**src/hw/sco_pkg.sv**
```systemverilog
// ==========================================================
// Shared constants for the secondary clock output control
package sco_pkg;

   // ==========================================================
   // Clocking
   localparam int CLK_FREQ_HZ = 50000000;
   // Fastest rate allowed on the shift clock pin
   localparam int SHIFT_CLK_MAX_HZ = 66000000;
   // Half period in cycles that the rate limit alone asks for, rounded up
   localparam int SHIFT_HALF_RATE_CYC = (CLK_FREQ_HZ + 2 * SHIFT_CLK_MAX_HZ - 1) /
                                        (2 * SHIFT_CLK_MAX_HZ);
   // Two cycles of synchroniser latency on the serial input need covering
   localparam int SHIFT_HALF_SYNC_CYC = 2;
   localparam int SHIFT_HALF_CYC = (SHIFT_HALF_RATE_CYC > SHIFT_HALF_SYNC_CYC) ?
                                   SHIFT_HALF_RATE_CYC : SHIFT_HALF_SYNC_CYC;
   localparam int SHIFT_PHASE_W = 4;

   // ==========================================================
   // Mask register
   localparam int MASK_W = 16;
   localparam int MASK_BITS = 16;
   localparam int MASK_CNT_W = 5;
   localparam logic [7:0] MASK_REG_OFFSET = 8'h68;
   localparam logic [15:0] MASK_RESET = 16'h0000;
   localparam int MASK_OUT4_BIT = 8;
   localparam int NUM_CLK_OUT = 5;

   // ==========================================================
   // Pin synchroniser lane positions
   localparam int SYN_PRI_CLK = 0;
   localparam int SYN_OSC_CLK = 1;
   localparam int SYN_OSC_SEL_N = 2;
   localparam int SYN_PRI_66 = 3;
   localparam int SYN_SEC_66 = 4;
   localparam int SYN_FORCE_OFF = 5;
   localparam int SYN_PRI_RST_N = 6;
   localparam int SYN_CLK_STABLE = 7;
   localparam int SYN_SERIAL = 8;
   localparam int SYN_SHIFT_PIN = 9;
   localparam int SYN_LOAD_PIN = 10;
   localparam int SYN_W = 11;

   // ==========================================================
   // Mask loader states, Gray along the path
   typedef enum logic [1:0] {
      SCO_IDLE  = 2'b00,
      SCO_LOAD  = 2'b01,
      SCO_SHIFT = 2'b11,
      SCO_DONE  = 2'b10
   } sco_load_state_t;

endpackage : sco_pkg

```
**src/hw/sco_clk_gen.sv**
```systemverilog
`timescale 1ns/100ps
// ==========================================================
// Source select and fixed divider for the secondary clocks
module sco_clk_gen (
   // Clock and reset
   input wire logic clk,
   input wire logic rst_n,
   // Synchronised sources and straps
   input wire logic primaryClockIn,
   input wire logic extOscIn,
   input wire logic extOscSelect_n,
   input wire logic primarySpeed66,
   input wire logic secondarySpeed66,
   // Generated source clock
   output logic srcClk
);

   typedef struct packed {
      logic prevSel;
      logic divClk;
      logic outClk;
   } sco_clk_state_t;

   sco_clk_state_t state_q;
   sco_clk_state_t state_d;
   logic selClk;
   logic divide;

   assign selClk = extOscSelect_n ? primaryClockIn : extOscIn;
   assign divide = primarySpeed66 && !secondarySpeed66;

   // Toggle on every source rising edge, selected only when dividing
   always_comb begin
      state_d = state_q;
      state_d.prevSel = selClk;
      if (selClk && !state_q.prevSel) begin
         state_d.divClk = !state_q.divClk;
      end
      state_d.outClk = divide ? state_d.divClk : selClk;
   end

   // State register
   always_ff @(posedge clk) begin
      if (!rst_n) begin
         state_q <= '0;
      end else begin
         state_q <= state_d;
      end
   end

   assign srcClk = state_q.outClk;

endmodule : sco_clk_gen

```
**src/hw/sco_clock_ctrl.sv**
```systemverilog
`timescale 1ns/100ps
// ==========================================================
// Secondary clock output control
//
// Overview of operation
// - Force-off high: output 0 floats, outputs 4..1 driven low.
// - A masked output stays disabled regardless of force-off.
// - Primary reset released during secondary reset starts 16-bit serial mask load.
// - Secondary reset held asserted until the mask load has finished.
// - Shift clock pin clocks external registers, never above 66 MHz.
// - Load/shift pin low one cycle to load, then high to shift.
// - Serial mask arrives MSB first, LSB last.
// - After shifting, both pins float; reset released only if reset bit clear.
// - After loading, serial input ignored; pins return to GPIO control.
// - Mask register stays writable by configuration writes after reset.
// - Bit pairs 1:0..7:6 govern outputs 0..3, bit 8 output 4.
// - Outputs 0..3 enabled unless both bits of their pair are one.
// - Bit 8 zero enables output 4, one disables it.
// - Serial input held low enables all outputs, high floats all.
// - Secondary reset not released while clock-stable input is low.
// - Outputs come from primary clock, or oscillator when select low.
// - Divide by two only for primary speed 1, secondary speed 0.
// - Outputs derivable from primary clock, oscillator, or half of either.
module sco_clock_ctrl (
   // Clock and reset
   input wire logic clk,
   input wire logic rst_n,
   // Clock sources and straps
   input wire logic primaryClockIn,
   input wire logic extOscIn,
   input wire logic extOscSelect_n,
   input wire logic primarySpeed66,
   input wire logic secondarySpeed66,
   // Secondary clock outputs
   input wire logic secClkoutForceOff,
   output logic [4:0] secClockOut,
   output logic [4:0] secClockOutOe_n,
   // Reset pins
   input wire logic primaryResetIn_n,
   output logic secondaryResetOut_n,
   input wire logic secClockStable,
   input wire logic secResetCtl,
   // Serial mask pins
   input wire logic maskSerialIn,
   input wire logic maskShiftClockPinIn,
   output logic maskShiftClockPinOut,
   output logic maskShiftClockPinOe_n,
   input wire logic maskLoadShiftPinIn,
   output logic maskLoadShiftPinOut,
   output logic maskLoadShiftPinOe_n,
   // GPIO control takeover
   input wire logic shiftPinCtlOut,
   input wire logic shiftPinCtlOe_n,
   input wire logic loadPinCtlOut,
   input wire logic loadPinCtlOe_n,
   output logic [1:0] gpioPinIn,
   // Configuration access
   input wire logic cfgWrite,
   input wire logic cfgRead,
   input wire logic [7:0] cfgAddr,
   input wire logic [1:0] cfgByteEn,
   input wire logic [15:0] cfgWrData,
   output logic [15:0] cfgRdData,
   output logic cfgRdValid
);

   // ==========================================================
   // Types and state
   typedef struct packed {
      sco_pkg::sco_load_state_t loadState;
      logic [sco_pkg::SHIFT_PHASE_W-1:0] phase;
      logic [sco_pkg::MASK_CNT_W-1:0] bitCnt;
      logic [15:0] shiftReg;
      logic [15:0] clockOutputMaskReg;
      logic shiftClk;
      logic loadShift;
      logic pinsOwned;
      logic secResetOut_n;
      logic [4:0] clkOut;
      logic [4:0] clkOe_n;
      logic [15:0] rdData;
      logic rdValid;
   } sco_state_t;

   localparam logic [sco_pkg::SHIFT_PHASE_W-1:0] PHASE_LAST =
      sco_pkg::SHIFT_PHASE_W'(2 * sco_pkg::SHIFT_HALF_CYC - 1);
   localparam logic [sco_pkg::SHIFT_PHASE_W-1:0] PHASE_HALF =
      sco_pkg::SHIFT_PHASE_W'(sco_pkg::SHIFT_HALF_CYC);
   localparam logic [sco_pkg::SHIFT_PHASE_W-1:0] PHASE_SAMPLE =
      sco_pkg::SHIFT_PHASE_W'(sco_pkg::SHIFT_HALF_CYC - 1);
   localparam logic [sco_pkg::MASK_CNT_W-1:0] BITS_LAST =
      sco_pkg::MASK_CNT_W'(sco_pkg::MASK_BITS - 1);

   sco_state_t state_q;
   sco_state_t state_d;
   logic [sco_pkg::SYN_W-1:0] pinRaw;
   logic [sco_pkg::SYN_W-1:0] pinSync;
   logic srcClk;
   logic [4:0] maskEnable;
   logic hitMask;

   // ==========================================================
   // Mask decode
   function automatic logic [4:0] mask_to_enable(input logic [15:0] mask);
      logic [4:0] en;
      en = '0;
      for (int i = 0; i < 4; i++) begin
         en[i] = !(mask[2*i] && mask[2*i+1]);
      end
      en[4] = !mask[sco_pkg::MASK_OUT4_BIT];
      return en;
   endfunction : mask_to_enable

   // Byte lane merge for configuration writes
   function automatic logic [15:0] merge_bytes(
      input logic [15:0] oldVal,
      input logic [15:0] newVal,
      input logic [1:0] be
   );
      logic [15:0] res;
      res = oldVal;
      if (be[0]) begin
         res[7:0] = newVal[7:0];
      end
      if (be[1]) begin
         res[15:8] = newVal[15:8];
      end
      return res;
   endfunction : merge_bytes

   // ==========================================================
   // Pin synchronisers
   assign pinRaw = {maskLoadShiftPinIn, maskShiftClockPinIn, maskSerialIn, secClockStable,
                    primaryResetIn_n, secClkoutForceOff, secondarySpeed66, primarySpeed66,
                    extOscSelect_n, extOscIn, primaryClockIn};

   sco_sync #(
      .WIDTH(sco_pkg::SYN_W)
   ) u_sync (
      .clk(clk),
      .rst_n(rst_n),
      .asyncIn(pinRaw),
      .syncOut(pinSync)
   );

   // ==========================================================
   // Source clock generation
   sco_clk_gen u_clk_gen (
      .clk(clk),
      .rst_n(rst_n),
      .primaryClockIn(pinSync[sco_pkg::SYN_PRI_CLK]),
      .extOscIn(pinSync[sco_pkg::SYN_OSC_CLK]),
      .extOscSelect_n(pinSync[sco_pkg::SYN_OSC_SEL_N]),
      .primarySpeed66(pinSync[sco_pkg::SYN_PRI_66]),
      .secondarySpeed66(pinSync[sco_pkg::SYN_SEC_66]),
      .srcClk(srcClk)
   );

   // ==========================================================
   // Output enables from the stored mask
   // pair and bit mapping
   assign maskEnable = mask_to_enable(state_q.clockOutputMaskReg);
   assign hitMask = (cfgAddr == sco_pkg::MASK_REG_OFFSET);

   // ==========================================================
   // Next state
   always_comb begin
      state_d = state_q;
      state_d.rdValid = 1'b0;

      // Loader sequencing
      unique case (state_q.loadState)
         sco_pkg::SCO_IDLE: begin
            state_d.secResetOut_n = 1'b0;
            state_d.pinsOwned = 1'b0;
            if (pinSync[sco_pkg::SYN_PRI_RST_N]) begin
               state_d.loadState = sco_pkg::SCO_LOAD;
               state_d.pinsOwned = 1'b1;
               state_d.loadShift = 1'b0;
               state_d.shiftClk = 1'b0;
               state_d.phase = '0;
               state_d.bitCnt = '0;
            end
         end
         sco_pkg::SCO_LOAD: begin
            state_d.loadShift = 1'b0;
            state_d.phase = state_q.phase + 1'b1;
            state_d.shiftClk = (state_d.phase >= PHASE_HALF);
            if (state_q.phase == PHASE_LAST) begin
               state_d.phase = '0;
               state_d.shiftClk = 1'b0;
               state_d.loadShift = 1'b1;
               state_d.loadState = sco_pkg::SCO_SHIFT;
            end
         end
         sco_pkg::SCO_SHIFT: begin
            state_d.loadShift = 1'b1;
            state_d.phase = state_q.phase + 1'b1;
            state_d.shiftClk = (state_d.phase >= PHASE_HALF);
            if (state_q.phase == PHASE_LAST) begin
               state_d.phase = '0;
               state_d.shiftClk = 1'b0;
            end
            if (state_q.phase == PHASE_SAMPLE) begin
               state_d.shiftReg = {state_q.shiftReg[14:0], pinSync[sco_pkg::SYN_SERIAL]};
               state_d.bitCnt = state_q.bitCnt + 1'b1;
               if (state_q.bitCnt == BITS_LAST) begin
                  state_d.clockOutputMaskReg = state_d.shiftReg;
                  state_d.pinsOwned = 1'b0;
                  state_d.shiftClk = 1'b0;
                  state_d.loadState = sco_pkg::SCO_DONE;
               end
            end
         end
         sco_pkg::SCO_DONE: begin
            state_d.pinsOwned = 1'b0;
            state_d.secResetOut_n = pinSync[sco_pkg::SYN_CLK_STABLE] && !secResetCtl;
         end
      endcase

      // new reset sequence restarts the loader
      if (!pinSync[sco_pkg::SYN_PRI_RST_N]) begin
         state_d.loadState = sco_pkg::SCO_IDLE;
         state_d.secResetOut_n = 1'b0;
         state_d.pinsOwned = 1'b0;
         state_d.shiftClk = 1'b0;
      end

      if (cfgWrite && hitMask && (state_q.loadState == sco_pkg::SCO_DONE)) begin
         state_d.clockOutputMaskReg = merge_bytes(state_q.clockOutputMaskReg, cfgWrData,
                                                  cfgByteEn);
      end

      // Configuration reads, unmapped reads return zero
      if (cfgRead) begin
         state_d.rdValid = 1'b1;
         state_d.rdData = hitMask ? state_q.clockOutputMaskReg : 16'h0000;
      end

      // Output drive per clock
      for (int i = 0; i < sco_pkg::NUM_CLK_OUT; i++) begin
         if (!maskEnable[i]) begin
            state_d.clkOut[i] = 1'b0;
            state_d.clkOe_n[i] = 1'b1;
         end else if (pinSync[sco_pkg::SYN_FORCE_OFF]) begin
            state_d.clkOut[i] = 1'b0;
            state_d.clkOe_n[i] = (i == 0);
         end else begin
            state_d.clkOut[i] = srcClk;
            state_d.clkOe_n[i] = 1'b0;
         end
      end
   end

   // ==========================================================
   // State register
   always_ff @(posedge clk) begin
      if (!rst_n) begin
         state_q.loadState <= sco_pkg::SCO_IDLE;
         state_q.phase <= '0;
         state_q.bitCnt <= '0;
         state_q.shiftReg <= 16'h0000;
         state_q.clockOutputMaskReg <= sco_pkg::MASK_RESET;
         state_q.shiftClk <= 1'b0;
         state_q.loadShift <= 1'b0;
         state_q.pinsOwned <= 1'b0;
         state_q.secResetOut_n <= 1'b0;
         state_q.clkOut <= 5'h00;
         state_q.clkOe_n <= 5'h1f;
         state_q.rdData <= 16'h0000;
         state_q.rdValid <= 1'b0;
      end else begin
         state_q <= state_d;
      end
   end

   // ==========================================================
   // Pin outputs
   // pins revert to GPIO control
   assign maskShiftClockPinOut = state_q.pinsOwned ? state_q.shiftClk : shiftPinCtlOut;
   assign maskShiftClockPinOe_n = state_q.pinsOwned ? 1'b0 : shiftPinCtlOe_n;
   assign maskLoadShiftPinOut = state_q.pinsOwned ? state_q.loadShift : loadPinCtlOut;
   assign maskLoadShiftPinOe_n = state_q.pinsOwned ? 1'b0 : loadPinCtlOe_n;
   assign gpioPinIn = {pinSync[sco_pkg::SYN_LOAD_PIN], pinSync[sco_pkg::SYN_SHIFT_PIN]};

   // Registered outputs
   assign secClockOut = state_q.clkOut;
   assign secClockOutOe_n = state_q.clkOe_n;
   assign secondaryResetOut_n = state_q.secResetOut_n;
   assign cfgRdData = state_q.rdData;
   assign cfgRdValid = state_q.rdValid;

endmodule : sco_clock_ctrl

```
**src/hw/sco_sync.sv**
```systemverilog
`timescale 1ns/100ps
// ==========================================================
// Two-stage synchroniser for a group of pin inputs
module sco_sync #(
   parameter int WIDTH = 1
) (
   // Clock and reset
   input wire logic clk,
   input wire logic rst_n,
   // Asynchronous inputs
   input wire logic [WIDTH-1:0] asyncIn,
   // Synchronised outputs
   output logic [WIDTH-1:0] syncOut
);

   typedef struct packed {
      logic [WIDTH-1:0] stage1;
      logic [WIDTH-1:0] stage2;
   } sco_sync_state_t;

   sco_sync_state_t state_q;
   sco_sync_state_t state_d;

   // Stage two reads only stage one
   always_comb begin
      state_d = state_q;
      state_d.stage1 = asyncIn;
      state_d.stage2 = state_q.stage1;
   end

   // State register
   always_ff @(posedge clk) begin
      if (!rst_n) begin
         state_q <= '0;
      end else begin
         state_q <= state_d;
      end
   end

   assign syncOut = state_q.stage2;

endmodule : sco_sync
```
**config.mk**
```make
export PLATFORM = sky130hd
export DESIGN_NAME = sco_clock_ctrl
export DESIGN_NICKNAME = d
export VERILOG_FILES = /design/src/hw/sco_pkg.sv /design/src/hw/sco_clk_gen.sv /design/src/hw/sco_clock_ctrl.sv /design/src/hw/sco_sync.sv
export SDC_FILE = /design/constraint.sdc
export NUM_CORES = 1
export LEC_CHECK = 0
export BUFFER_PORTS_ARGS = -buffer_cell sky130_fd_sc_hd__buf_2
export CORE_MARGIN = 2
export CORE_UTILIZATION = 54
export CTS_CLUSTER_SIZE = 8
export DETAILED_ROUTE_END_ITERATION = 10
export HOLD_SLACK_MARGIN = 0.02
export PLACE_DENSITY = 0.78
export SETUP_SLACK_MARGIN = 0.1
export SLEW_MARGIN = 5
export SYNTH_ARGS = -nofsm -noshare
export SYNTH_HDL_FRONTEND = slang
export SYNTH_SLANG_ARGS = --single-unit
```
**constraint.sdc**
```tcl
create_clock -name clk -period 5.6 [get_ports clk]
set_clock_uncertainty 0.15 [all_clocks]
set_input_delay 0.56 -clock clk [delete_from_list [all_inputs] [get_ports clk]]
set_output_delay 0.56 -clock clk [all_outputs]
set_load 0.05 [all_outputs]
```
== Yosys cells after proc, flatten, opt, wreduce, memory -nomap -nowiden ==
Cells that the tools add are included.
Operators by class
  bitwise logic cells: 1
  eq/ne operators: 13
  reduce and logical (&&, ||, !) cells: 34
  $add $sub $neg: 2
  mux-type cells: 36
  $lt $le $gt $ge: 1
Operators with widths (number)
  two-way mux 16 bit: 3
  two-way mux 38 bit: 1
  one-hot mux 6 bit (3 select lines): 1
  two-way mux 1 bit: 17
  two-way mux 17 bit: 1
  two-way mux 8 bit: 2
  two-way mux 11 bit: 1
  inequality test 2 bit, second input constant: 5
  one-hot mux 5 bit (2 select lines): 1
  nonzero test 2 bit: 5
  OR reduction 2 bit: 5
  logical AND 1 bit: 9
  == test 8 x 7 -> 1 bit, second input constant: 1
  AND reduction 4 bit: 2
  two-way mux 2 bit: 3
  two-way mux 6 bit: 1
  one-hot mux 2 bit (3 select lines): 1
  AND reduction 2 bit: 3
  AND reduction 3 bit: 2
  nonzero test 3 bit: 2
  adder 5 x 1 -> 5 bit, second input constant: 1
  == test 5 x 4 -> 1 bit, second input constant: 1
  AND reduction 5 bit: 1
  adder 4 x 1 -> 4 bit, second input constant: 1
  other kinds (13): 17
Storage, ports and cells
  input bits: 46
  bits in registers: 99
  output and inout bits: 34

== Depth between registers and ports, before layout ==
Gate-level depths: netlist of the first run.
  depth in word-level cells: 7
  mapped depth: 9
  mapped depth without buffers: 7

== By module ==
Synthesis of the first run repeated with hierarchy kept, for this count alone.
Unflattened totals
  cell total of the unflattened synthesis: 426
  area total of the unflattened synthesis: 4098.9 µm²
Modules (own cells, without submodules)
  sco_clock_ctrl: cells each 366, area an instance 3354.5 µm², seq. area each 1461.4 µm², times used 1
  sco_sync: cells each 46, area an instance 620.6 µm², seq. area each 440.4 µm², times used 1
  sco_clk_gen: cells each 14, area an instance 123.9 µm², seq. area each 60.1 µm², times used 1

== Worst setup path before layout of the first run ==
Ideal clock, no wire load.
  path kind: flip-flop to flip-flop
  start point: register state_q[63] in the netlist's numbering
  end point: register state_q[31] in the netlist's numbering
  library setup time: 0.060 ns
  arrival time: 1.782 ns
  cell stages (with the launch flop): 10
  path slack: 3.608 ns
  cells stage by stage: dfxtp_1 ha_1 and3_1 ha_1 nor4bb_1 clkbuf_1 buf_2 nand2_1 nor2_1 o221a_1
Between the ends
  word-level cells in the longest chain between the ends: 3
RTL lines
  start, declared: line sco_clock_ctrl.sv:94  | sco_state_t state_q;
  start signal, assigned: line sco_clock_ctrl.sv:273  | state_q <= state_d;
  == test 5 x 4 -> 1 bit: line sco_clock_ctrl.sv:207  | if (state_q.bitCnt == BITS_LAST) begin
  nonzero test 2 bit (no line)
  AND reduction 4 bit (no line)
Every way passes these cells.
A chain may end at the register's enable or synchronous reset.

== Final worst setup path of the first run ==
  start point: register state_q[72] in the netlist's numbering
  end point: register state_q[37] in the netlist's numbering
Between the ends
  word-level cells in the longest chain between the ends: 4
RTL lines
  == test 2 bit: line sco_clock_ctrl.sv:229  | if (cfgWrite && hitMask && (state_q.loadState == sco_pkg::SCO_DONE)) begin
  logical AND 1 bit: line sco_clock_ctrl.sv:229
  inequality test 2 bit (no line) or nonzero test 2 bit (tied branches)
  AND reduction 4 bit (no line)
Parallel ways exist; a longest one is shown, timed or not.

==> results of run 1 <==
[logic make-up after synthesis]
kind of cell,share of synthesized area [%]
XOR/XNOR,0.8487
adder cells (fa/ha/maj),1.516
AO/OA/AOI/OAI,15.43
flip-flops,47.53
buffers and inverters,9.033
multiplexers,1.788
AND/OR/NAND/NOR,23.86
[flip-flops by register name, summed over array words and instances (netlist names)]
signal / count
secondaryResetOut_n: 1
u_sync.state_d: 11
state_q: 45
secClockOut: 5
u_clk_gen.state_q: 2
u_sync.syncOut: 11
cfgRdValid: 1
secClockOutOe_n: 5
u_clk_gen.srcClk: 1
cfgRdData: 16
[critical path: stages, from the launching register on]
cell and delay, ns:
sky130_fd_sc_hd__dfxtp_1 0.54, sky130_fd_sc_hd__and4bb_1 0.74, sky130_fd_sc_hd__and3_4 0.43, sky130_fd_sc_hd__or2_1 0.32, sky130_fd_sc_hd__o221a_1 0.22
[layout by cell type, fill, tap and decap left out, drive strengths merged]
cell type,Yosys,routed
nor3b,1,1
nand4b,1,1
nand2b,4,4
a21bo,1,1
clkinv,0,3
o31ai,2,2
bufinv,0,1
ha,5,5
dfxtp,98,98
o21a,1,1
o21ai,3,3
a21oi,25,25
or2,4,4
mux2i,4,4
inv,5,6
nor2,26,26
a31oi,1,1
and2,28,28
buf,42,81
nor4b,2,2
a21boi,20,20
o221a,14,14
nor2b,38,38
clkbuf,15,11
a221o,1,1
and4,2,2
nand3b,1,1
nand2,42,42
or3,1,1
nand3,20,20
and4bb,1,1
xor2,4,4
mux2,3,3
nor4bb,2,2
o2bb2ai,16,16
or3b,1,1
and3b,1,1
and3,6,6
[cell type report]
cell class                      instances  share of cell area (%)
Clock buffer                           11                   3.130
Inverter                                5                  0.4155
Tap cell                               99                   2.742
Clock inverter                          5                   1.357
Multi-Input combinational cell        281                   39.83
Sequential cell                        98                   43.43
Timing Repair Buffer                   81                   9.086
[worst max-delay path by stage]
| stage | startpoint | endpoint |
|---|---|---|
| 3_3_place_gp | cfgAddr[4] | state_q[33] |
| 2_1_floorplan | state_q[63] | state_q[31] |
| 5_1_grt | state_q[72] | state_q[40] |
| 4_1_cts | state_q[72] | state_q[39] |
| 3_5_place_dp | cfgAddr[4] | state_q[39] |
| 6_report | state_q[72] | state_q[37] |
[power groups by stage]
stage	Sequential, mW	Combinational (mW)	Clock [mW]
2_1_floorplan	0.729	0.0507	0
3_3_place_gp	0.729	0.0736	0
3_5_place_dp	0.729	0.0745	0
4_1_cts	0.713	0.0747	0.472
5_1_grt	0.715	0.0802	0.503
6_report	0.713	0.0738	0.460
[through the flow]
step	std cells	instance area (µm²)	utilization, %
after floorplan	441	4128	-
after global placement	564	4314	58.85
after detailed placement	564	4314	58.85
after CTS	580	4517	61.61
after global routing	580	4517	61.61
final	580	4517	61.61
[per-layer routing]
layer  share of wire [%]  wire length (µm)  vias to the layer above  global-route usage, %
met5                   0                 0                        -                      0
met4                 1.4               107                        0                  7.071
met3                 5.3               400                       10                  3.651
met2                  46              3426                       84                  30.33
met1                  48              3575                     1388                  25.01
li1                    -                 -                     1547                      -
==> load_flow_metrics.sql, run 1 <==
INSERT INTO impl_metrics (metric_group, metric, value, unit) VALUES
('timing', 'worstMarginPinSlew', '1.022', 'ns'),
('die', 'area_of_the_core', '7331', 'µm²'),
('synth', 'post-synth-top-count-cell', 'sky130_fd_sc_hd__dfxtp_1', ''),
('timing', 'totalNegativeSetupSlack', '0', 'ns'),
('critical_path', 'ff2ff_setup_slack', '3.15', 'ns'),
('power_and_ir_drop', 'power_switching_share', '23.06', '%'),
('synth', 'synth_area_leader_cell', 'sky130_fd_sc_hd__dfxtp_1', ''),
('clocking', 'cts-buffers-inserted', '9', ''),
('power_and_ir_drop', 'internal-power', '0.9589', 'mW'),
('finish', 'fillCellCount', '669', ''),
('die', 'core.rowCount', '31', ''),
('global_routing', 'groute.usage.overall', '18.84', '%'),
('power_and_ir_drop', 'power_frac_comb', '5.9', '%'),
('power_and_ir_drop', 'total_leakage_power', '1.834', 'nW'),
('routing', 'routed_via_density', '5.222', ''),
('die', 'floorplan.die_area', '8359', 'µm²'),
('synth', 'ys_ff_latch', '98', ''),
('finish', 'register_area', '1962', 'µm²'),
('min_path', 'hp-class', 'primary input to flip-flop', ''),
('outcome', 'status', 'finished, final reports clean', ''),
('routing', 'drc_errors', '0', ''),
('power_and_ir_drop', 'worst_ir_drop_vdd', '219.3', 'µV'),
('min_path', 'hold_end', 'u_sync.state_d[0]', ''),
('clocking', 'cts_sink_count', '98', ''),
('routing', 'vias', '3029', ''),
('synth', 'postSynthCellCount', '441', ''),
('clocking', 'cts.root.buffer_cell', 'sky130_fd_sc_hd__clkbuf_8', ''),
('routing', 'drt-total-wl', '7.510', 'mm'),
('power_and_ir_drop', 'power.total', '1.246', 'mW'),
('global_routing', 'grt_pass1_vias', '2868', ''),
('critical_path', 'worstSetupStartpointType', 'flip-flop', ''),
('synth', 'synth-warning-count', '0', ''),
('timing', 'finalHoldViolations', '0', ''),
('die', 'die_w', '91.43', 'µm'),
('critical_path', 'setup.worst_path.end_class', 'flip-flop', ''),
('finish', 'multi_input_combinational_cell_area', '1799', 'µm²'),
('die', 'die_h', '91.43', 'µm'),
('synth', 'synthArstFlopShare', '0', '%'),
('timing', 'post-route-min-period', '2.454', 'ns'),
('critical_path', 'critical_path.reg2reg.endpoint', 'state_q[37]', ''),
('synth', 'mapped_avg_cell_area', '9.360', 'µm²'),
('finish', 'area_growth', '9.427', '%'),
('clocking', 'clk_transition_reported_paths', '0.09', 'ns'),
('clocking', 'post_cts_buffers', '0', ''),
('clocking', 'post_cts_sizing', '0', ''),
('timing', 'report.final.slew_viol_count', '0', ''),
('finish', 'antenna_cells_inserted', '0', ''),
('finish', 'fin_nets', '527', ''),
('global_routing', 'number_of_antenna_violations_at_the_first_check_in_global_routing', '0', ''),
('synth', 'synth_ff_type', 'sky130_fd_sc_hd__dfxtp_1', ''),
('clocking', 'clock_insertion_delay_worst_skew', '0.35', 'ns'),
('min_path', 'hold_path_depth', '2', ''),
('synth', 'area_contributors_post_synth', 'sky130_fd_sc_hd__dfxtp_1 48%, sky130_fd_sc_hd__nor2b_1 5.8%, sky130_fd_sc_hd__buf_4 5.1%', ''),
('critical_path', 'worstReg2RegStart', 'state_q[72]', ''),
('critical_path', 'path_class', 'flip-flop to flip-flop', ''),
('synth', 'postSynthNetCount', '492', ''),
('routing', 'dr.pass1.iters', '4', ''),
('clocking', 'holdBufCountCts', '0', ''),
('global_routing', 'grt_pass1_wl', '12.97', 'mm'),
('synth', 'synth_common_cells', '98 x sky130_fd_sc_hd__dfxtp_1, 41 x sky130_fd_sc_hd__nand2_1, 38 x sky130_fd_sc_hd__nor2b_1, 28 x sky130_fd_sc_hd__and2_1, 28 x sky130_fd_sc_hd__buf_4', ''),
('synth', 'mappedNetlistArea', '4128', 'µm²'),
('synth', 'synth_sequential_area_ratio', '47.53', '%'),
('clocking', 'clock_tree.buffer_depth', '2', ''),
('timing', 'setup_viol_count_final', '0', ''),
('power_and_ir_drop', 'p_switching', '0.2874', 'mW'),
('routing', 'drt_iter0_drc', '170', ''),
('power_and_ir_drop', 'power.share.sequential', '57.2', '%'),
('place', 'detailed_place_hpwl', '5.153', 'mm'),
('timing', 'hold_ws', '0.2550', 'ns'),
('critical_path', 'worst-endpoint-required', '5.75', 'ns'),
('synth', 'synthDistinctLibCells', '44', '');
Power figures use the tool's default switching activity.
==> inputs of run 2 (changes only) <==
ABC_AREA = 1   (was not set)
clock period = 2.35 ns   (was 5.6 ns; I/O delays follow)
==> load_flow_metrics.sql, run 2 <==
INSERT INTO impl_metrics (metric_group, metric, value, unit) VALUES
('power_and_ir_drop', 'pwr_density_cell', '630.5', 'nW/µm²'),
('finish', 'area_growth', '13.24', '%'),
('power_and_ir_drop', 'power_switching_share', '25.13', '%'),
('finish', 'drive_gt1_share', '17.48', '%'),
('timing', 'totalNegativeSetupSlack', '0', 'ns'),
('synth', 'synth_common_cells', '137 x sky130_fd_sc_hd__nand2_1, 98 x sky130_fd_sc_hd__dfxtp_1, 95 x sky130_fd_sc_hd__inv_1, 57 x sky130_fd_sc_hd__nor2_1, 42 x sky130_fd_sc_hd__a21oi_1', ''),
('clocking', 'clock_insertion_delay_worst_skew', '0.36', 'ns'),
('synth', 'postSynthNetCount', '643', ''),
('power_and_ir_drop', 'power.clock.fraction', '34.9', '%'),
('timing', 'post-route-min-period', '2.026', 'ns'),
('synth', 'mappedNetlistArea', '4270', 'µm²'),
('routing', 'drt-total-wl', '8.090', 'mm'),
('outcome', 'status', 'finished, final reports clean', ''),
('clocking', 'clk_transition_reported_paths', '0.09', 'ns'),
('global_routing', 'grt.busiest_layer', 'met2', ''),
('finish', 'layout.cells.most_common', 'sky130_fd_sc_hd__nand2_1', ''),
('critical_path', 'crit_path_cell_trace', 'ha_1 > inv_1 > nor3_1 > ha_1 > inv_1 > nor2_2 > nand2_1 > nand2_4 > nand2_4 > nor2_1 > nor2_1', ''),
('timing', 'hold_ws', '0.08113', 'ns'),
('clocking', 'cts.root.buffer_cell', 'sky130_fd_sc_hd__clkbuf_8', ''),
('finish', 'fillCellCount', '685', ''),
('die', 'core.rowCount', '32', ''),
('routing', 'drt_iter0_drc', '188', ''),
('die', 'floorplan.initialDensity', '55.55', '%'),
('global_routing', 'met3_usage', '5.045', '%'),
('routing', 'drc_errors', '0', ''),
('global_routing', 'groute.usage.overall', '20.17', '%'),
('synth', 'synth-edff-count', '0', ''),
('critical_path', 'critical_path.max_fanout', '16', ''),
('global_routing', 'overflow', '0', ''),
('timing', 'finalCritPeriodShare', '86.23', '%'),
('timing', 'fmaxAchievable', '493.5', 'MHz'),
('critical_path', 'worst-endpoint-required', '2.46', 'ns'),
('clocking', 'cts_sink_count', '98', ''),
('power_and_ir_drop', 'total_leakage_power', '2.442', 'nW'),
('critical_path', 'path_class', 'flip-flop to flip-flop', ''),
('timing', 'report.final.slew_viol_count', '0', ''),
('global_routing', 'maximum_number_of_pins_on_one_net_before_global_route_repair', '49', ''),
('die', 'boundaryPins', '80', ''),
('power_and_ir_drop', 'power_frac_comb', '8.9', '%'),
('place', 'placement.setup.worst_slack', '0.3470', 'ns'),
('global_routing', 'grt_util_met1', '24.00', '%'),
('critical_path', 'worst_ep_arrival_time', '2.13', 'ns'),
('global_routing', 'number_of_antenna_violations_at_the_first_check_in_global_routing', '0', ''),
('clocking', 'clock_tree.buffer_depth', '2', ''),
('global_routing', 'grt_pass1_vias', '3295', ''),
('synth', 'area_contributors_post_synth', 'sky130_fd_sc_hd__dfxtp_1 46%, sky130_fd_sc_hd__nand2_1 12%, sky130_fd_sc_hd__inv_1 8.4%', ''),
('die', 'die_h', '92.93', 'µm'),
('finish', 'largest_register', 'state_q', ''),
('place', 'placement.cell_area', '4504', 'µm²'),
('synth', 'post-synth-top-area-fraction', '45.94', '%'),
('critical_path', 'setup.worst_path.end_class', 'flip-flop', ''),
('finish', 'final_design_area_no_fill', '4836', 'µm²'),
('power_and_ir_drop', 'p_switching', '0.7664', 'mW'),
('place', 'detailed_place_hpwl', '5.605', 'mm'),
('synth', 'synthDistinctLibCells', '32', ''),
('run', 'maxCapViolCount', '0', ''),
('place', 'place_inst', '725', ''),
('finish', 'fin_nets', '699', ''),
('die', 'area_of_the_core', '7687', 'µm²'),
('finish', 'post-route-util', '62.91', '%'),
('synth', 'post-synth-top-count-cell', 'sky130_fd_sc_hd__nand2_1', ''),
('timing', 'relSlewSlack', '71.48', '%'),
('die', 'die_w', '92.93', 'µm'),
('finish', 'layout.cells.most_common_list', '137 x sky130_fd_sc_hd__nand2_1, 98 x sky130_fd_sc_hd__dfxtp_1, 95 x sky130_fd_sc_hd__inv_1', ''),
('synth', 'synthArstFlopShare', '0', '%'),
('synth', 'synth_sequential_area_ratio', '45.94', '%'),
('timing', 'worstMarginPinSlew', '0.4278', 'ns'),
('synth', 'postSynthCellCount', '592', ''),
('min_path', 'hp-class', 'primary input to flip-flop', ''),
('synth', 'synth_ff_type', 'sky130_fd_sc_hd__dfxtp_1', ''),
('critical_path', 'ff2ff_setup_slack', '0.32', 'ns'),
('synth', 'synth_area_leader_cell', 'sky130_fd_sc_hd__dfxtp_1', ''),
('timing', 'finalHoldViolations', '0', ''),
('finish', 'layout.cells.non_filler', '754', ''),
('clocking', 'h_tree_depth_reported_by_cts', '3', ''),
('clocking', 'cts-buffers-inserted', '9', ''),
('synth', 'synth-warning-count', '0', ''),
('timing', 'setup_viol_count_final', '0', ''),
('routing', 'route.detailed.wl_per_inst', '10.73', 'µm'),
('power_and_ir_drop', 'power.total', '3.049', 'mW'),
('clocking', 'post_cts_sizing', '0', ''),
('finish', 'antenna_cells_inserted', '0', ''),
('place', 'port_buffers', '79', ''),
('place', 'routabilityCongestion', '0.7831', ''),
('global_routing', 'grt_pass1_wl', '14.06', 'mm'),
('global_routing', 'grt.met2_usage', '35.21', '%'),
('timing', 'final_critical_path_setup_slack', '0.3236', 'ns'),
('finish', 'largest_reg_flops', '45', ''),
('power_and_ir_drop', 'worst_ir_drop_vdd', '465.4', 'µV'),
('die', 'floorplan.die_area', '8635', 'µm²'),
('timing', 'rsz0062_at_grt', 'false', ''),
('power_and_ir_drop', 'power.share.sequential', '56.2', '%'),
('routing', 'routed_via_density', '4.711', ''),
('critical_path', 'cpPeakStageDelay', '0.41', 'ns'),
('critical_path', 'slowest_stage', 'sky130_fd_sc_hd__dfxtp_1', ''),
('synth', 'mapped_avg_cell_area', '7.213', 'µm²'),
('power_and_ir_drop', 'internal-power', '2.283', 'mW'),
('finish', 'register_area', '1962', 'µm²'),
('finish', 'multi_input_combinational_cell_area', '1622', 'µm²'),
('synth', 'ys_ff_latch', '98', ''),
('routing', 'dr.pass1.iters', '4', ''),
('routing', 'detail-route-antenna-nets', '0', ''),
('routing', 'vias', '3552', ''),
('critical_path', 'worstSetupStartpointType', 'flip-flop', ''),
('clocking', 'tritoncts', 'yes', '');
-- run 2: cell count changes after synthesis, sizes merged, moves of 6 or more --
cell     change
nor3        +17
a21boi      -20
a21oi       +17
o221a       -14
nor2        +35
nand2      +100
o21ai       +35
and3         -6
o2bb2ai     -16
and2        -28
inv         +91
nor2b       -38
-- run 2: layer usage --
metal	wire (µm)	share of wire, %
met4	91	1.1
met3	391	4.8
met1	3674	45
met2	3933	49
met5	0	0
-- run 2: path summary, 6_finish.rpt --
check / startpoint / endpoint / cells after the start
setup reg to reg: state_q[63] / state_q[46] / 11
hold / removal: cfgWrData[7] / state_q[38] / 5
hold reg to reg: u_sync.state_d[8] / u_sync.syncOut[8] / 2
setup / recovery: state_q[63] / state_q[46] / 11
-- run 2: kinds of logic (layout without fill, tap and decap cells) --
| logic type | Yosys count | after routing | share of synthesized area, % |
|---|---|---|---|
| xor+xnor | 3 | 3 | 0.6154 |
| mux | 1 | 1 | 0.2637 |
| flops | 98 | 98 | 45.94 |
| compound gates | 87 | 87 | 10.58 |
| buf+inv | 149 | 209 | 16.14 |
| simple gates | 249 | 249 | 24.99 |
| fa+ha+maj | 5 | 5 | 1.465 |
-- run 2: area by class of cell --
type / count / share of cell area (%)
multi-input cells: 345 / 33.53
clock buffers: 10 / 2.639
flip-flops and latches: 98 / 40.57
inverters: 96 / 7.451
repair buffers: 98 / 11.85
well taps: 102 / 2.639
clock inverters: 5 / 1.320
-- run 2: power groups by stage --
| stage | clock network, mW | logic (mW) | registers [mW] |
|---|---|---|---|
| 6_report | 1.06 | 0.272 | 1.71 |
| 3_5_place_dp | 0 | 0.254 | 1.75 |
| 2_1_floorplan | 0 | 0.203 | 1.75 |
| 5_1_grt | 1.15 | 0.301 | 1.72 |
| 3_3_place_gp | 0 | 0.250 | 1.75 |
| 4_1_cts | 1.09 | 0.272 | 1.71 |
-- run 2: timing repair --
item	4_1_cts	5_1_grt
buffers inserted	0	0
endpoints found under the hold margin	16	0
hold buffers	14	0
-- run 2: critical path: cells and delay by family, from the launching register on --
kind                       cells  cell delay, ns
buffers and inverters          2            0.12
DFF                            1            0.41
adders and majority gates      2            0.40
and+or+nand+nor                7            0.84
==> inputs of run 3 (changes only) <==
CELL_PAD_IN_SITES_DETAIL_PLACEMENT = 0   (was not set)
CELL_PAD_IN_SITES_GLOBAL_PLACEMENT = 2   (was not set)
CORE_UTILIZATION = 31   (was 54)
PLACE_DENSITY = not set   (was 0.78)
PLACE_DENSITY_LB_ADDON = 0.1   (was not set)
REMOVE_ABC_BUFFERS = 1   (was not set)
==> load_flow_metrics.sql, run 3 (synthesis gave the netlist of run 2 again) <==
INSERT INTO impl_metrics (metric_group, metric, value, unit) VALUES
('outcome', 'status', 'finished, final reports clean', ''),
('run', 'maxCapViolCount', '0', ''),
('clocking', 'clock_tree.buffer_depth', '2', ''),
('finish', 'final_design_area_no_fill', '5035', 'µm²'),
('place', 'placement.setup.worst_slack', '0.2988', 'ns'),
('timing', 'final_critical_path_setup_slack', '0.3424', 'ns'),
('timing', 'finalCritPeriodShare', '85.43', '%'),
('timing', 'report.final.slew_viol_count', '0', ''),
('routing', 'vias', '3595', ''),
('die', 'core.rowCount', '42', ''),
('timing', 'worstMarginPinSlew', '0.5176', 'ns'),
('finish', 'layout.cells.most_common', 'sky130_fd_sc_hd__nand2_1', ''),
('power_and_ir_drop', 'power_switching_share', '24.97', '%'),
('routing', 'route.detailed.wl_per_inst', '11.44', 'µm'),
('timing', 'totalNegativeSetupSlack', '0', 'ns'),
('routing', 'drt-met1-wl', '4.605', 'mm'),
('power_and_ir_drop', 'pwr_density_cell', '670.7', 'nW/µm²'),
('power_and_ir_drop', 'power_frac_comb', '8.2', '%'),
('finish', 'largest_register', 'state_q', ''),
('routing', 'met2WireLength', '4.379', 'mm'),
('clocking', 'cts.root.buffer_cell', 'sky130_fd_sc_hd__clkbuf_16', ''),
('routing', 'drt_iter0_drc', '151', ''),
('min_path', 'hp-class', 'primary input to flip-flop', ''),
('clocking', 'h_tree_depth_reported_by_cts', '3', ''),
('power_and_ir_drop', 'total_leakage_power', '2.506', 'nW'),
('critical_path', 'worst-endpoint-required', '2.45', 'ns'),
('die', 'floorplan.initialDensity', '31.99', '%'),
('clocking', 'clock_insertion_delay_worst_skew', '0.35', 'ns'),
('routing', 'detail-route-antenna-nets', '0', ''),
('place', 'placement.cell_area', '4624', 'µm²'),
('power_and_ir_drop', 'power.clock.fraction', '41.0', '%'),
('timing', 'fmaxAchievable', '498.1', 'MHz'),
('place', 'port_buffers', '79', ''),
('global_routing', 'maximum_number_of_pins_on_one_net_before_global_route_repair', '42', ''),
('finish', 'area_growth', '17.90', '%'),
('finish', 'fillCellCount', '1460', ''),
('finish', 'post-route-util', '37.72', '%'),
('global_routing', 'grt_pass1_wl', '15.93', 'mm'),
('critical_path', 'worst_ep_arrival_time', '2.10', 'ns'),
('timing', 'finalHoldViolations', '0', ''),
('power_and_ir_drop', 'p_switching', '0.8431', 'mW'),
('die', 'floorplan.die_area', '14730', 'µm²'),
('critical_path', 'setup.worst_path.end_class', 'flip-flop', ''),
('routing', 'dr.pass1.iters', '4', ''),
('critical_path', 'worstSetupStartpointType', 'flip-flop', ''),
('die', 'die_h', '121.4', 'µm'),
('routing', 'dr_top_layer', 'met4', ''),
('timing', 'relSlewSlack', '65.49', '%'),
('global_routing', 'groute.usage.overall', '13.77', '%'),
('global_routing', 'overflow', '0', ''),
('global_routing', 'grt_pass1_vias', '3450', ''),
('timing', 'setup_viol_count_final', '0', ''),
('clocking', 'clk_transition_reported_paths', '0.07', 'ns'),
('clocking', 'cts-buffers-inserted', '9', ''),
('timing', 'rsz0062_at_grt', 'false', ''),
('place', 'routabilityCongestion', '0.7082', ''),
('finish', 'drive_gt1_share', '18.47', '%'),
('global_routing', 'number_of_antenna_violations_at_the_first_check_in_global_routing', '0', ''),
('finish', 'antenna_cells_inserted', '0', ''),
('finish', 'layout.cells.most_common_list', '137 x sky130_fd_sc_hd__nand2_1, 97 x sky130_fd_sc_hd__dfxtp_1, 95 x sky130_fd_sc_hd__inv_1', ''),
('power_and_ir_drop', 'internal-power', '2.534', 'mW'),
('finish', 'fin_nets', '701', ''),
('finish', 'largest_reg_flops', '45', ''),
('die', 'area_of_the_core', '13350', 'µm²'),
('routing', 'drc_errors', '0', ''),
('clocking', 'tritoncts', 'yes', ''),
('routing', 'routed_via_density', '4.326', ''),
('critical_path', 'critical_path.max_fanout', '16', ''),
('critical_path', 'path_class', 'flip-flop to flip-flop', ''),
('routing', 'drt-total-wl', '9.503', 'mm'),
('die', 'die_w', '121.4', 'µm'),
('power_and_ir_drop', 'worst_ir_drop_vdd', '539.5', 'µV'),
('routing', 'met3_length', '400', 'µm'),
('die', 'boundaryPins', '80', ''),
('clocking', 'cts_sink_count', '98', ''),
('power_and_ir_drop', 'power.share.sequential', '50.8', '%'),
('place', 'detailed_place_hpwl', '6.362', 'mm'),
('timing', 'post-route-min-period', '2.008', 'ns');
## run 3: cell types whose count changed in the layout (fill, tap and decap cells not counted), sizes merged
cell | before | now
buf | 84 | 88
clkinvlp | 1 | 0
clkbuf | 10 | 11
dlygate4sd3 | 14 | 12
bufinv | 1 | 0
clkinv | 2 | 4
## run 3: per-layer routing
| layer | global-route usage (%) | vias up |
|---|---|---|
| met5 | 0 | - |
| met4 | 4.310 | 0 |
| met3 | 4.182 | 8 |
| met2 | 22.96 | 65 |
| met1 | 17.01 | 1622 |
| li1 | - | 1900 |
## run 3: path summary, 6_finish.rpt
kind,from,to,slack (ns),cells past startpoint
max,state_q[64],state_q[34],0.34,11
min,cfgWrData[7],state_q[38],0.09,5
max reg2reg,state_q[64],state_q[34],0.34,11
min reg2reg,u_sync.state_d[3],u_sync.syncOut[3],0.26,2
## run 3: area by class of cell
| class | count | area [µm²] | area share (%) |
|---|---|---|---|
| clock inverters | 5 | 28.78 | 0.5716 |
| repair buffers | 100 | 595.6 | 11.83 |
| clock buffers | 11 | 242.7 | 4.821 |
| well taps | 176 | 220.2 | 4.374 |
| inverters | 96 | 360.3 | 7.157 |
| multi-input cells | 345 | 1624 | 32.26 |
| flip-flops and latches | 98 | 1963 | 38.99 |
## run 3: power groups by stage
stage | Clock [mW] | Sequential (mW) | Combinational [mW]
5_1_grt | 1.51 | 1.72 | 0.305
4_1_cts | 1.46 | 1.71 | 0.282
3_5_place_dp | 0 | 1.75 | 0.267
6_report | 1.39 | 1.71 | 0.276
2_1_floorplan | 0 | 1.83 | 0.0727
3_3_place_gp | 0 | 1.75 | 0.264
## run 3: per-stage QoR
stage,std cells,total power [mW],hold WS (ns)
floorplan,539,1.905,0.1742
global placement,801,2.016,0.2446
detailed placement,801,2.020,0.2468
CTS,829,3.458,0.07767
global route,831,3.537,0.1064
finish,831,3.377,0.08947
## run 3: what timing repair did
action                                 in CTS  in global routing
setup endpoints to repair                   0                 11
gates resized for setup                     0                  2
hold buffers                               12                  0
endpoints found under the hold margin      12                  0
setup buffers                               0                  2
## run 3: critical path, stage by stage (launching register included)
cell and delay [ns]:
sky130_fd_sc_hd__dfxtp_1 0.37, sky130_fd_sc_hd__ha_1 0.18, sky130_fd_sc_hd__inv_1 0.05, sky130_fd_sc_hd__nor3_1 0.16
sky130_fd_sc_hd__ha_2 0.22, sky130_fd_sc_hd__inv_1 0.06, sky130_fd_sc_hd__nor2_2 0.15, sky130_fd_sc_hd__nand2_1 0.11
sky130_fd_sc_hd__nand2_4 0.10, sky130_fd_sc_hd__nand2_4 0.13, sky130_fd_sc_hd__nor2_1 0.15, sky130_fd_sc_hd__nor2_1 0.06
